$ cat src/inc/pcil_cfg.svh
// Offsets, group sizes, reset values for the pin change interrupt block.
// Included by package users; definitions only.
`ifndef PCIL_CFG_SVH
`define PCIL_CFG_SVH
`define PCIL_OFF_FLAG      8'h1B
`define PCIL_OFF_CTRL      8'h68
`define PCIL_OFF_MASK0     8'h6B
`define PCIL_OFF_MASK1     8'h6C
`define PCIL_OFF_MASK2     8'h6D
`define PCIL_OFF_IRQSTAT   8'h70
`define PCIL_OFF_IRQMASK   8'h71
`define PCIL_OFF_PINS0     8'h72
`define PCIL_OFF_PINS1     8'h73
`define PCIL_OFF_PINS2     8'h74
`define PCIL_RST_BYTE      8'h00
`define PCIL_RST_GRP       3'h0
`define PCIL_RST_PINS      24'h000000
`define PCIL_GROUPS        3
`define PCIL_PINS_PER_GRP  8
`endif

$ cat src/inc/pcil_pkg.sv
// Types for the pin change interrupt block.
// Constants live in pcil_cfg.svh.
package pcil_pkg;
   typedef struct packed {
      logic [7:0] addr;
      logic [7:0] wdata;
      logic       wr;
      logic       rd;
   } pcil_bus_req_t;

   typedef struct packed {
      logic [2:0] req;
      logic [2:0] flags;
   } pcil_irq_out_t;

   typedef enum logic [1:0] {
      PCIL_IDLE,
      PCIL_ACK
   } pcil_ack_t;
endpackage

$ cat src/rtl/pcil_detect.sv
// Per-pin change detector: compares consecutive synchronised samples.
// Inputs come from the synchroniser on the same clock.
`timescale 1ns/1ps
`include "pcil_cfg.svh"
module pcil_detect
(
   input  wire logic        clk,      // System clock
   input  wire logic        rst_n,    // Sync reset, active low
   input  wire logic [23:0] pinsSync, // Synchronised pins
   input  wire logic [23:0] pinMask,  // Per-pin masks, all groups
   output logic      [2:0]  grpHit,   // Change seen per group, one cycle
   output logic      [23:0] pinsLast  // Previous sample
);
   typedef struct packed {
      logic [23:0] last;
      logic        primed;
   } pcil_det_st_t;

   pcil_det_st_t st_ff;
   pcil_det_st_t nxt_st;
   logic [23:0]  diff;

   always_comb
   begin
      nxt_st        = st_ff;
      nxt_st.last   = pinsSync;
      nxt_st.primed = 1'b1;
   end

   always_ff @(posedge clk)
   begin
      if (!rst_n)
      begin
         st_ff <= '0;
      end
      else
      begin
         st_ff <= nxt_st;
      end
   end

   // First sample after reset is not a change
   assign diff = st_ff.primed ? ((pinsSync ^ st_ff.last) & pinMask) : 24'h000000; // RULE13 RULE11

   genvar g;
   generate
      for (g = 0; g < `PCIL_GROUPS; g++)
      begin : gGrp
         assign grpHit[g] = |diff[g*8 +: 8];
      end
   endgenerate

   assign pinsLast = st_ff.last;
endmodule

$ cat src/rtl/pcil_sync.sv
// Two-stage synchroniser for the external pin levels.
// Assumes pins are asynchronous to clk.
`timescale 1ns/1ps
module pcil_sync
(
   input  wire logic        clk,      // System clock
   input  wire logic        rst_n,    // Sync reset, active low
   input  wire logic [23:0] pinsIn,   // Raw pins
   output logic      [23:0] pinsSync  // Synchronised pins
);
   typedef struct packed {
      logic [23:0] s1;
      logic [23:0] s2;
   } pcil_sync_st_t;

   pcil_sync_st_t st_ff;
   pcil_sync_st_t nxt_st;

   always_comb
   begin
      nxt_st    = st_ff;
      nxt_st.s1 = pinsIn;
      nxt_st.s2 = st_ff.s1;
   end

   always_ff @(posedge clk)
   begin
      if (!rst_n)
      begin
         st_ff <= '0;
      end
      else
      begin
         st_ff <= nxt_st;
      end
   end

   assign pinsSync = st_ff.s2;
endmodule

$ cat src/rtl/pcil_top.sv
// Pin change interrupt logic: 24 pins in three groups of eight, per-pin
// masks, group enables, sticky group flags and vector requests.
// Assumes a single-cycle register port and a CPU that pulses svcAck on
// entry to a group's service routine.
//
// How it works
// RULE1: Unmasked change on pins 23..16 sets group-two flag, bit 2.
// RULE2: Unmasked change on pins 15..8 sets group-one flag, bit 1.
// RULE3: Unmasked change on pins 7..0 sets group-zero flag, bit 0.
// RULE4: Flag set with group enable and global bit requests that group's vector.
// RULE5: Entering a group's service routine clears that group's flag.
// RULE6: Writing one clears a flag bit; writing zero leaves it.
// RULE7: Flag register is 8 bits, resets zero, bits 7..3 read zero.
// RULE8: Group-two mask bit enables detection on its pin when group-two enabled.
// RULE9: Group-one mask bit enables detection on its pin when group-one enabled.
// RULE10: Group-zero mask bit enables detection on its pin when group-zero enabled.
// RULE11: Cleared mask bit never lets its pin set the group flag.
// RULE12: Enable bits sit in control bits 2..0, gated by the global bit.
// RULE13: Changes found by comparing consecutive synchronised samples.
//
// Implementation choice: the address-and-strobe port.
`timescale 1ns/1ps
`include "pcil_cfg.svh"
module pcil_top
(
   input  wire logic                  clk,        // System clock, 100 MHz
   input  wire logic                  rst_n,      // Sync reset, active low
   input  wire logic [23:0]           pinsIn,     // External pins, async
   input  wire logic                  globalIe,   // Processor global interrupt bit
   input  wire logic [2:0]            svcAck,     // Service routine entered, per group
   input  wire pcil_pkg::pcil_bus_req_t busReq,   // Register port request
   output logic      [7:0]            rdData,     // Read data, cycle after read
   output pcil_pkg::pcil_irq_out_t    irqOut,     // Vector requests and flags
   output logic                       irq         // Summary interrupt, level
);
   import pcil_pkg::*;

   ////////////////////////////////////////////////////////////////////////
   // State

   typedef struct packed {
      logic [7:0]    mask0;
      logic [7:0]    mask1;
      logic [7:0]    mask2;
      logic [2:0]    ctrl;
      logic [2:0]    flags;
      logic [2:0]    irqStat;
      logic [2:0]    irqMask;
      logic [7:0]    rdData;
      pcil_irq_out_t irqOut;
      logic          irq;
   } pcil_top_st_t;

   pcil_top_st_t st_ff;
   pcil_top_st_t nxt_st;

   logic [23:0] pinsSync;
   logic [23:0] pinsLast;
   logic [23:0] pinMask;
   logic [2:0]  grpHit;
   logic [2:0]  grpEn;

   ////////////////////////////////////////////////////////////////////////
   // Pin path

   pcil_sync uSync
   (
      .clk      (clk),
      .rst_n    (rst_n),
      .pinsIn   (pinsIn),
      .pinsSync (pinsSync)
   );

   // Mask bit counts only while its group is enabled
   genvar g;
   generate
      for (g = 0; g < `PCIL_GROUPS; g++)
      begin : gEn
         assign grpEn[g] = st_ff.ctrl[g];
      end
   endgenerate

   assign pinMask = {st_ff.mask2 & {8{grpEn[2]}},                // RULE8
                     st_ff.mask1 & {8{grpEn[1]}},                // RULE9
                     st_ff.mask0 & {8{grpEn[0]}}};               // RULE10

   pcil_detect uDetect
   (
      .clk      (clk),
      .rst_n    (rst_n),
      .pinsSync (pinsSync),
      .pinMask  (pinMask),
      .grpHit   (grpHit),
      .pinsLast (pinsLast)
   );

   ////////////////////////////////////////////////////////////////////////
   // Next state

   always_comb
   begin
      logic [2:0] wrClr;
      logic [2:0] hwClr;
      logic [2:0] statClr;
      logic [2:0] flagsNext;
      logic       wrHit;
      wrClr     = 3'h0;
      hwClr     = 3'h0;
      statClr   = 3'h0;
      flagsNext = 3'h0;
      wrHit     = busReq.wr;
      nxt_st    = st_ff;

      if (wrHit)
      begin
         case (busReq.addr)
            `PCIL_OFF_MASK0:   nxt_st.mask0   = busReq.wdata;
            `PCIL_OFF_MASK1:   nxt_st.mask1   = busReq.wdata;
            `PCIL_OFF_MASK2:   nxt_st.mask2   = busReq.wdata;
            `PCIL_OFF_CTRL:    nxt_st.ctrl    = busReq.wdata[2:0];  // RULE12
            `PCIL_OFF_FLAG:    wrClr          = busReq.wdata[2:0];  // RULE6
            `PCIL_OFF_IRQSTAT: statClr        = busReq.wdata[2:0];
            `PCIL_OFF_IRQMASK: nxt_st.irqMask = busReq.wdata[2:0];
            default:           ;
         endcase
      end

      // Acknowledge clears only a flag being serviced
      hwClr = svcAck & st_ff.irqOut.req;                            // RULE5

      // Set beats clear so a change in the clearing cycle is kept
      flagsNext    = (st_ff.flags & ~(wrClr | hwClr)) | grpHit;     // RULE1 RULE2 RULE3
      nxt_st.flags = flagsNext;

      nxt_st.irqStat = (st_ff.irqStat & ~statClr) | grpHit;

      // Vector request needs flag, group enable and global bit
      nxt_st.irqOut.flags = flagsNext;
      nxt_st.irqOut.req   = flagsNext & nxt_st.ctrl & {3{globalIe}}; // RULE4 RULE12
      nxt_st.irq          = |(nxt_st.irqStat & nxt_st.irqMask);

      nxt_st.rdData = 8'h00;
      if (busReq.rd)
      begin
         case (busReq.addr)
            `PCIL_OFF_FLAG:    nxt_st.rdData = {5'h00, st_ff.flags};  // RULE7
            `PCIL_OFF_CTRL:    nxt_st.rdData = {5'h00, st_ff.ctrl};
            `PCIL_OFF_MASK0:   nxt_st.rdData = st_ff.mask0;
            `PCIL_OFF_MASK1:   nxt_st.rdData = st_ff.mask1;
            `PCIL_OFF_MASK2:   nxt_st.rdData = st_ff.mask2;
            `PCIL_OFF_IRQSTAT: nxt_st.rdData = {5'h00, st_ff.irqStat};
            `PCIL_OFF_IRQMASK: nxt_st.rdData = {5'h00, st_ff.irqMask};
            `PCIL_OFF_PINS0:   nxt_st.rdData = pinsLast[7:0];
            `PCIL_OFF_PINS1:   nxt_st.rdData = pinsLast[15:8];
            `PCIL_OFF_PINS2:   nxt_st.rdData = pinsLast[23:16];
            default:           nxt_st.rdData = 8'h00;
         endcase
      end
   end

   ////////////////////////////////////////////////////////////////////////
   // Registers

   always_ff @(posedge clk)
   begin
      if (!rst_n)
      begin
         st_ff <= '0;                                               // RULE7
      end
      else
      begin
         st_ff <= nxt_st;
      end
   end

   assign rdData = st_ff.rdData;
   assign irqOut = st_ff.irqOut;
   assign irq    = st_ff.irq;
endmodule
$ cat config.mk
export PLATFORM = sky130hd
export DESIGN_NAME = pcil_top
export DESIGN_NICKNAME = d
export VERILOG_FILES = /design/src/inc/pcil_pkg.sv /design/src/rtl/pcil_detect.sv /design/src/rtl/pcil_sync.sv /design/src/rtl/pcil_top.sv
export VERILOG_INCLUDE_DIRS = /design/src /design/src/inc
export SDC_FILE = /design/constraint.sdc
export NUM_CORES = 1
export LEC_CHECK = 0
export BUFFER_PORTS_ARGS = -buffer_cell sky130_fd_sc_hd__buf_2
export CAP_MARGIN = 20
export CELL_PAD_IN_SITES_DETAIL_PLACEMENT = 1
export CELL_PAD_IN_SITES_GLOBAL_PLACEMENT = 1
export CORE_UTILIZATION = 48
export CTS_CLUSTER_SIZE = 10
export DETAILED_ROUTE_END_ITERATION = 12
export PLACE_DENSITY = 0.81
export REMOVE_ABC_BUFFERS = 1
export SYNTH_ARGS = -nofsm -noshare
export SYNTH_HDL_FRONTEND = slang
export SYNTH_SLANG_ARGS = --single-unit
$ cat constraint.sdc
create_clock -name clk -period 3.17 [get_ports clk]
set_clock_uncertainty 0.2 [all_clocks]
set_input_delay 0 -clock clk [delete_from_list [all_inputs] [get_ports clk]]
set_output_delay 0 -clock clk [all_outputs]
set_load 0.02 [all_outputs]
* After elaboration in Yosys (flattened, before gate mapping)
Index checks and enable logic that the tools add are counted. Widths: inputs -> output; s select.
Operators by class: reductions and logical operators 8, muxes and demuxes 11, bitwise logic cells 16, equal/unequal tests 10
Operator list (number):
- $pmux 8 s10 | 1
- $eq 8x7->1 const B | 9
- $and 24x24->24 | 1
- $and 8x8->8 | 3
- $mux 24 | 1
- $mux 3 | 8
- $reduce_or 8->1 | 3
- $xor 24x24->24 | 1
- $and 3x3->3 | 6
- $or 3x3->3 | 3
- $eq 8x5->1 const B | 1
- $reduce_and 2->1 | 4
- $not 3->3 | 2
- $reduce_or 3->1 | 1
- $mux 1 | 1
Word-level totals: bits in registers 121, logic and storage cells 59

* Depth between registers and ports, before layout
depth after elaboration 9, mapped depth 7, depth with buffers taken out 5

* By module
From an unflattened synthesis, not the netlist that was laid out.
Unflattened totals: cell total of the unflattened synthesis 521, area, all modules 5134.9 µm²
By module, submodules not included:
- pcil_top | cells each 305, seq. area each 960.9 µm², area an instance 2631.3 µm², instances 1
- pcil_sync | cells each 101, seq. area each 960.9 µm², area an instance 1331.3 µm², instances 1
- pcil_detect | cells each 115, seq. area each 500.5 µm², area an instance 1172.4 µm², instances 1

* Worst setup path before layout
OpenSTA, ideal clock, no wires.
path kind register to register, from register uDetect.st_ff, in the netlist uDetect.pinsLast[9], to register st_ff, in the netlist rdData[1], path buffers 0, cell stages (with the launch flop) 6, setup slack 1.549 ns, data arrival time 1.297 ns, clock period less this slack 1.621 ns, setup time 0.124 ns, path through dfxtp_1 mux4_2 and3_1 a221oi_1 and3_1 nor3_1
Between the ends: word-level cells in the longest chain between the ends 1
Ends and longest elaborated chain:
- start, declared | line pcil_detect.sv:19 | pcil_det_st_t st_ff;
- start signal, assigned | line pcil_detect.sv:38 | st_ff <= nxt_st;
- $pmux 8 s10 | line pcil_top.sv:145 | case (busReq.addr)
- end signal, assigned | line pcil_top.sv:172 | st_ff <= nxt_st;
- end, declared | line pcil_top.sv:54 | pcil_top_st_t st_ff;
No other way between the ends. A chain may end at the register's enable or synchronous reset.

* Worst setup path in the final report
from input busReq[17] (netlist name), to register st_ff, in the netlist rdData[0]
Between the ends: word-level cells in the longest chain between the ends 2, elaborated cells between the ends (all ways) 11
Ends and longest elaborated chain:
- start, declared | line pcil_top.sv:31 | input wire pcil_pkg::pcil_bus_req_t busReq,
- $eq 8x7->1 / $eq 8x5->1 (equally long branches) | line pcil_top.sv:145
- $pmux 8 s10 (*) | line pcil_top.sv:145
Every way passes the cells marked *; elsewhere a longest branch is shown, timed or not.

==> results <==
- The number of pins with negative max-slew slack in the final report is 0.
- The pin count of the biggest net entering global routing is 39.
- The final antenna-violating net count is 0.
- The gate count after technology mapping is 456.
- Clock latency on the worst-skew pair, taken at its later pin, is 510 ps.
- Yosys mapped a number of flops with a built-in enable equal to 0.
- STA puts the critical path data required time at 3380 ps.
- Setup repair after global routing left no endpoint under its margin.
- The core box area is 9330 um2.
- For this block, the initial DRC count from the detailed router was 258.
- Measured against its own limit, the worst slew margin works out to 42.0%.
- The number of hold violations in the final report is 0.
- The tree is rooted in a clkbuf_8.
- The arrival time at the worst endpoint is 3200 ps.
- The worst path meets setup with 179 ps of slack.
- For this run, the detailed router's first-pass iteration total came to 5.
- The count of final setup violators is 0.
- Derived from the worst setup path, the maximum achievable clock frequency is 334 MHz.
- The worst setup path is launched from an input pin.
- The first global-routing pass estimated 24300 um of wire.
- The worst hold path was traced through 3 stages.
- The summed instance area of the synthesized netlist is 4670 um2.
- For this run, design rule violations remaining after detail routing come to 0.
- After synthesis, the largest family of logic cells by area is simple AND/OR/NAND/NOR gates.
- The clock transition at the registers of the reported paths is 60 ps.
- The buffer count from post-CTS setup fixing is 0.
- 0 antenna diodes ended up in the layout.
- Multiplexer cells account for 7.03% of the synthesized area.
- The maximum fanout count along the critical path is 9.
- The number of input and output port buffers inserted is 62.
- The setup TNS after final layout is 0 ps.
- Averaged over all synthesized cells, the footprint is 10.2 um2.
- The category of the most critical setup path is in -> reg.
- Power comes to 3750 uW.
- The via count of the first global-routing pass came to 4387.
- The worst min-delay path class is in -> reg.
- The proportion of layout cells with a drive suffix above 1 is 18.0%.
- After synthesis, the share of flip-flops with an asynchronous set or reset is 0%.
- The flow ran to the end, and the final reports show no timing, DRC or antenna violations.
- The routed design has 15900 um of wire.
- The routed design could run at a clock period as short as 2990 ps.
- The number of clock buffers inserted by TritonCTS is 17.
- The number of antenna violations at the first check in global routing is 0.
- After Yosys synthesis, full adders, half adders and majority gates account for 0% of the synthesized area.
- Counting flops and latches in the post-synthesis netlist gives 121.
- The leakage power of the design is 0.00275 uW.
- The total power density per cell area is 598 nW/um2.
- The clock drives 121 sinks.
- CTS built an H-tree with a depth of 4.
- After Yosys synthesis, and, or, nand and nor cells account for 21.6% of the synthesized area.
- The number of maximum-capacitance constraint violations is 0.
- The maximum number of buffers from clock root to sink is 2.
- The all-layer global routing usage is 33.1%.
- The worst setup path is captured at a register.
- Once the floorplan was initialized, standard cells occupied 50.0% of the core.
- Dividing the detail-routed wire length by the instance count gives 22.2 um.
- The predominant post-synthesis flop cell is dfxtp_1.
- Compared with the post-synthesis result, the final layout area differs by 34.5%.
- The die covers 10100 um2.
- The routed layout has 4082 vias.
- Detailed placement finished with a half-perimeter wire length of 8590 um.
- The width of the die is 101 um.
- Summed over all layers, the global routing overflow is 0.
- Summing the areas of all xor and xnor instances in the mapped netlist gives 4.51% of the synthesized area.
- The synthesized netlist devotes 10.5% of its cell area to compound gates.
- For the worst flop-to-flop path, the logic depth is 6.
- The per-cell via count in the routed design is 5.69.
- The final critical path takes up 94.4% of the cycle.
- The Yosys step of the flow raised 0 warnings.
- The slew at the pin closest to its max-slew limit is 863 ps.
- The clock tree from TritonCTS is built.
- The number of nets in the finished design is 624.
- The share of the Yosys chip area taken by registers is 51.9%.
- The maximum vdd ir drop is 0.392 mV.
- The post-place setup slack is 1050 ps.
- The global placer's final weighted congestion is 0.936.
- During I/O placement, the number of pins put on the boundary was 63.
- The chip height is 101 um.
- The cell row count is 35.
- The number of distinct library cell variants in the gate-level netlist after synthesis is 46.
critical path, cell delays in order:
cell and delay, ps:
dlygate4sd3_1 560, buf_2 160, and3b_1 420, nor2b_1 380, nand4_1 140, dlygate4sd3_1 590
a21o_1 180, dlygate4sd3_1 570, a211oi_2 210
layer usage:
layer | wire (um) | vias to the layer above | track usage [%] | share of wire (%)
li1 | - | 1797 | - | -
met1 | 6050 | 1993 | 36.8 | 38
met2 | 8000 | 231 | 58.2 | 50
met3 | 1030 | 61 | 6.38 | 6.5
met4 | 821 | 0 | 20.8 | 5.2
met5 | 0 | - | 0 | 0
registers in the layout, summed over array words and instances (netlist names):
| signal | count |
|---|---|
| grpEn | 3 |
| irq | 1 |
| irqOut | 6 |
| rdData | 8 |
| st_ff | 30 |
| uDetect.pinsLast | 24 |
| uDetect.st_ff | 1 |
| uSync.nxt_st | 24 |
| uSync.pinsSync | 24 |
cell families after synthesis:
kind of cell | count (synthesis)
DFF | 121
buffers and inverters | 37
and+or+nand+nor | 179
AOI/OAI and AO/OA | 65
xor gates and xnor gates | 24
muxes | 30
timing repair:
| item | in CTS | in global routing |
|---|---|---|
| resized for setup | 0 | 1 |
| hold buffers | 69 | 0 |
| endpoints found under the setup margin | 0 | 1 |
| endpoints found under the hold margin | 87 | 0 |
power by group:
group | switching [uW] | internal [uW] | leakage, uW | total (uW)
sequential | 21.5 | 1560 | 0.000987 | 1580
combinational | 105 | 109 | 0.00147 | 214
clock | 680 | 1280 | 0.000287 | 1960
total | 807 | 2940 | 0.00275 | 3750
cells in the final DEF, fill, tap and decap left out, types with 4 or more instances in the layout:
master,instances
dfxtp_1,121
nand3_1,5
clkbuf_16,16
nor3_1,7
nand2_1,33
a22oi_1,21
xor2_1,24
nor2_1,33
and2_1,74
and3_1,4
a21oi_1,9
a211oi_1,5
a22o_1,4
mux2i_1,26
inv_1,4
buf_2,62
nand4_1,5
dlygate4sd3_1,69
a221oi_1,6
clkbuf_8,5
path summary, 6_finish.rpt:
kind                        startpoint            endpoint  slack (ps)
setup reg to reg  uDetect.pinsLast[16]           irqOut[5]         580
hold reg to reg       uSync.nxt_st[15]  uSync.pinsSync[15]         230
setup / recovery            busReq[17]           rdData[0]         180
hold / removal               pinsIn[9]     uSync.nxt_st[9]          40
synth_stat cells, types with 2 or more instances:
cell / number / area share [%]
and3b_1: 2 / 0.38
a22o_1: 4 / 0.75
buf_2: 3 / 0.32
and2_1: 74 / 9.9
nand2_2: 2 / 0.27
dfxtp_1: 121 / 52
a31oi_1: 3 / 0.40
nor2b_1: 3 / 0.40
nand2b_1: 3 / 0.40
clkbuf_1: 13 / 1.0
nor2_1: 33 / 2.7
a221oi_1: 6 / 1.1
buf_4: 16 / 2.6
inv_1: 4 / 0.32
a22oi_1: 21 / 3.4
nand3_1: 5 / 0.54
o21ai_0: 2 / 0.21
a21oi_1: 9 / 0.97
mux4_2: 2 / 0.97
mux2_2: 2 / 0.48
nor3_1: 7 / 0.75
nand4_1: 5 / 0.67
nand2_1: 33 / 2.7
and4_1: 2 / 0.38
a21boi_0: 3 / 0.48
a211oi_1: 5 / 0.80
a41oi_1: 3 / 0.56
xor2_1: 24 / 4.5
mux2i_1: 26 / 5.6
and3_1: 4 / 0.54
per-stage QoR:
| step | cells | hold WS (ps) | utilization, % | cell area (um2) |
|---|---|---|---|---|
| after detailed placement | 616 | 9.95 | 53.1 | 4960 |
| after global routing | 717 | 35.3 | 67.3 | 6280 |
| after global placement | 616 | 4.31 | 53.1 | 4960 |
| after floorplan | 423 | -172 | - | 4470 |
| after CTS | 716 | 4.32 | 66.9 | 6240 |
| final | 717 | 40.8 | 67.3 | 6280 |
final cells by class:
type                    count  area [um2]
clock buffers              24         480
fillers                  1001        3050
clock inverters             7         115
well taps                 129         161
flip-flops and latches    121        2420
inverters                   4        15.0
repair buffers            134        1040
multi-input cells         298        2040
(Power assumes the default switching activity.)
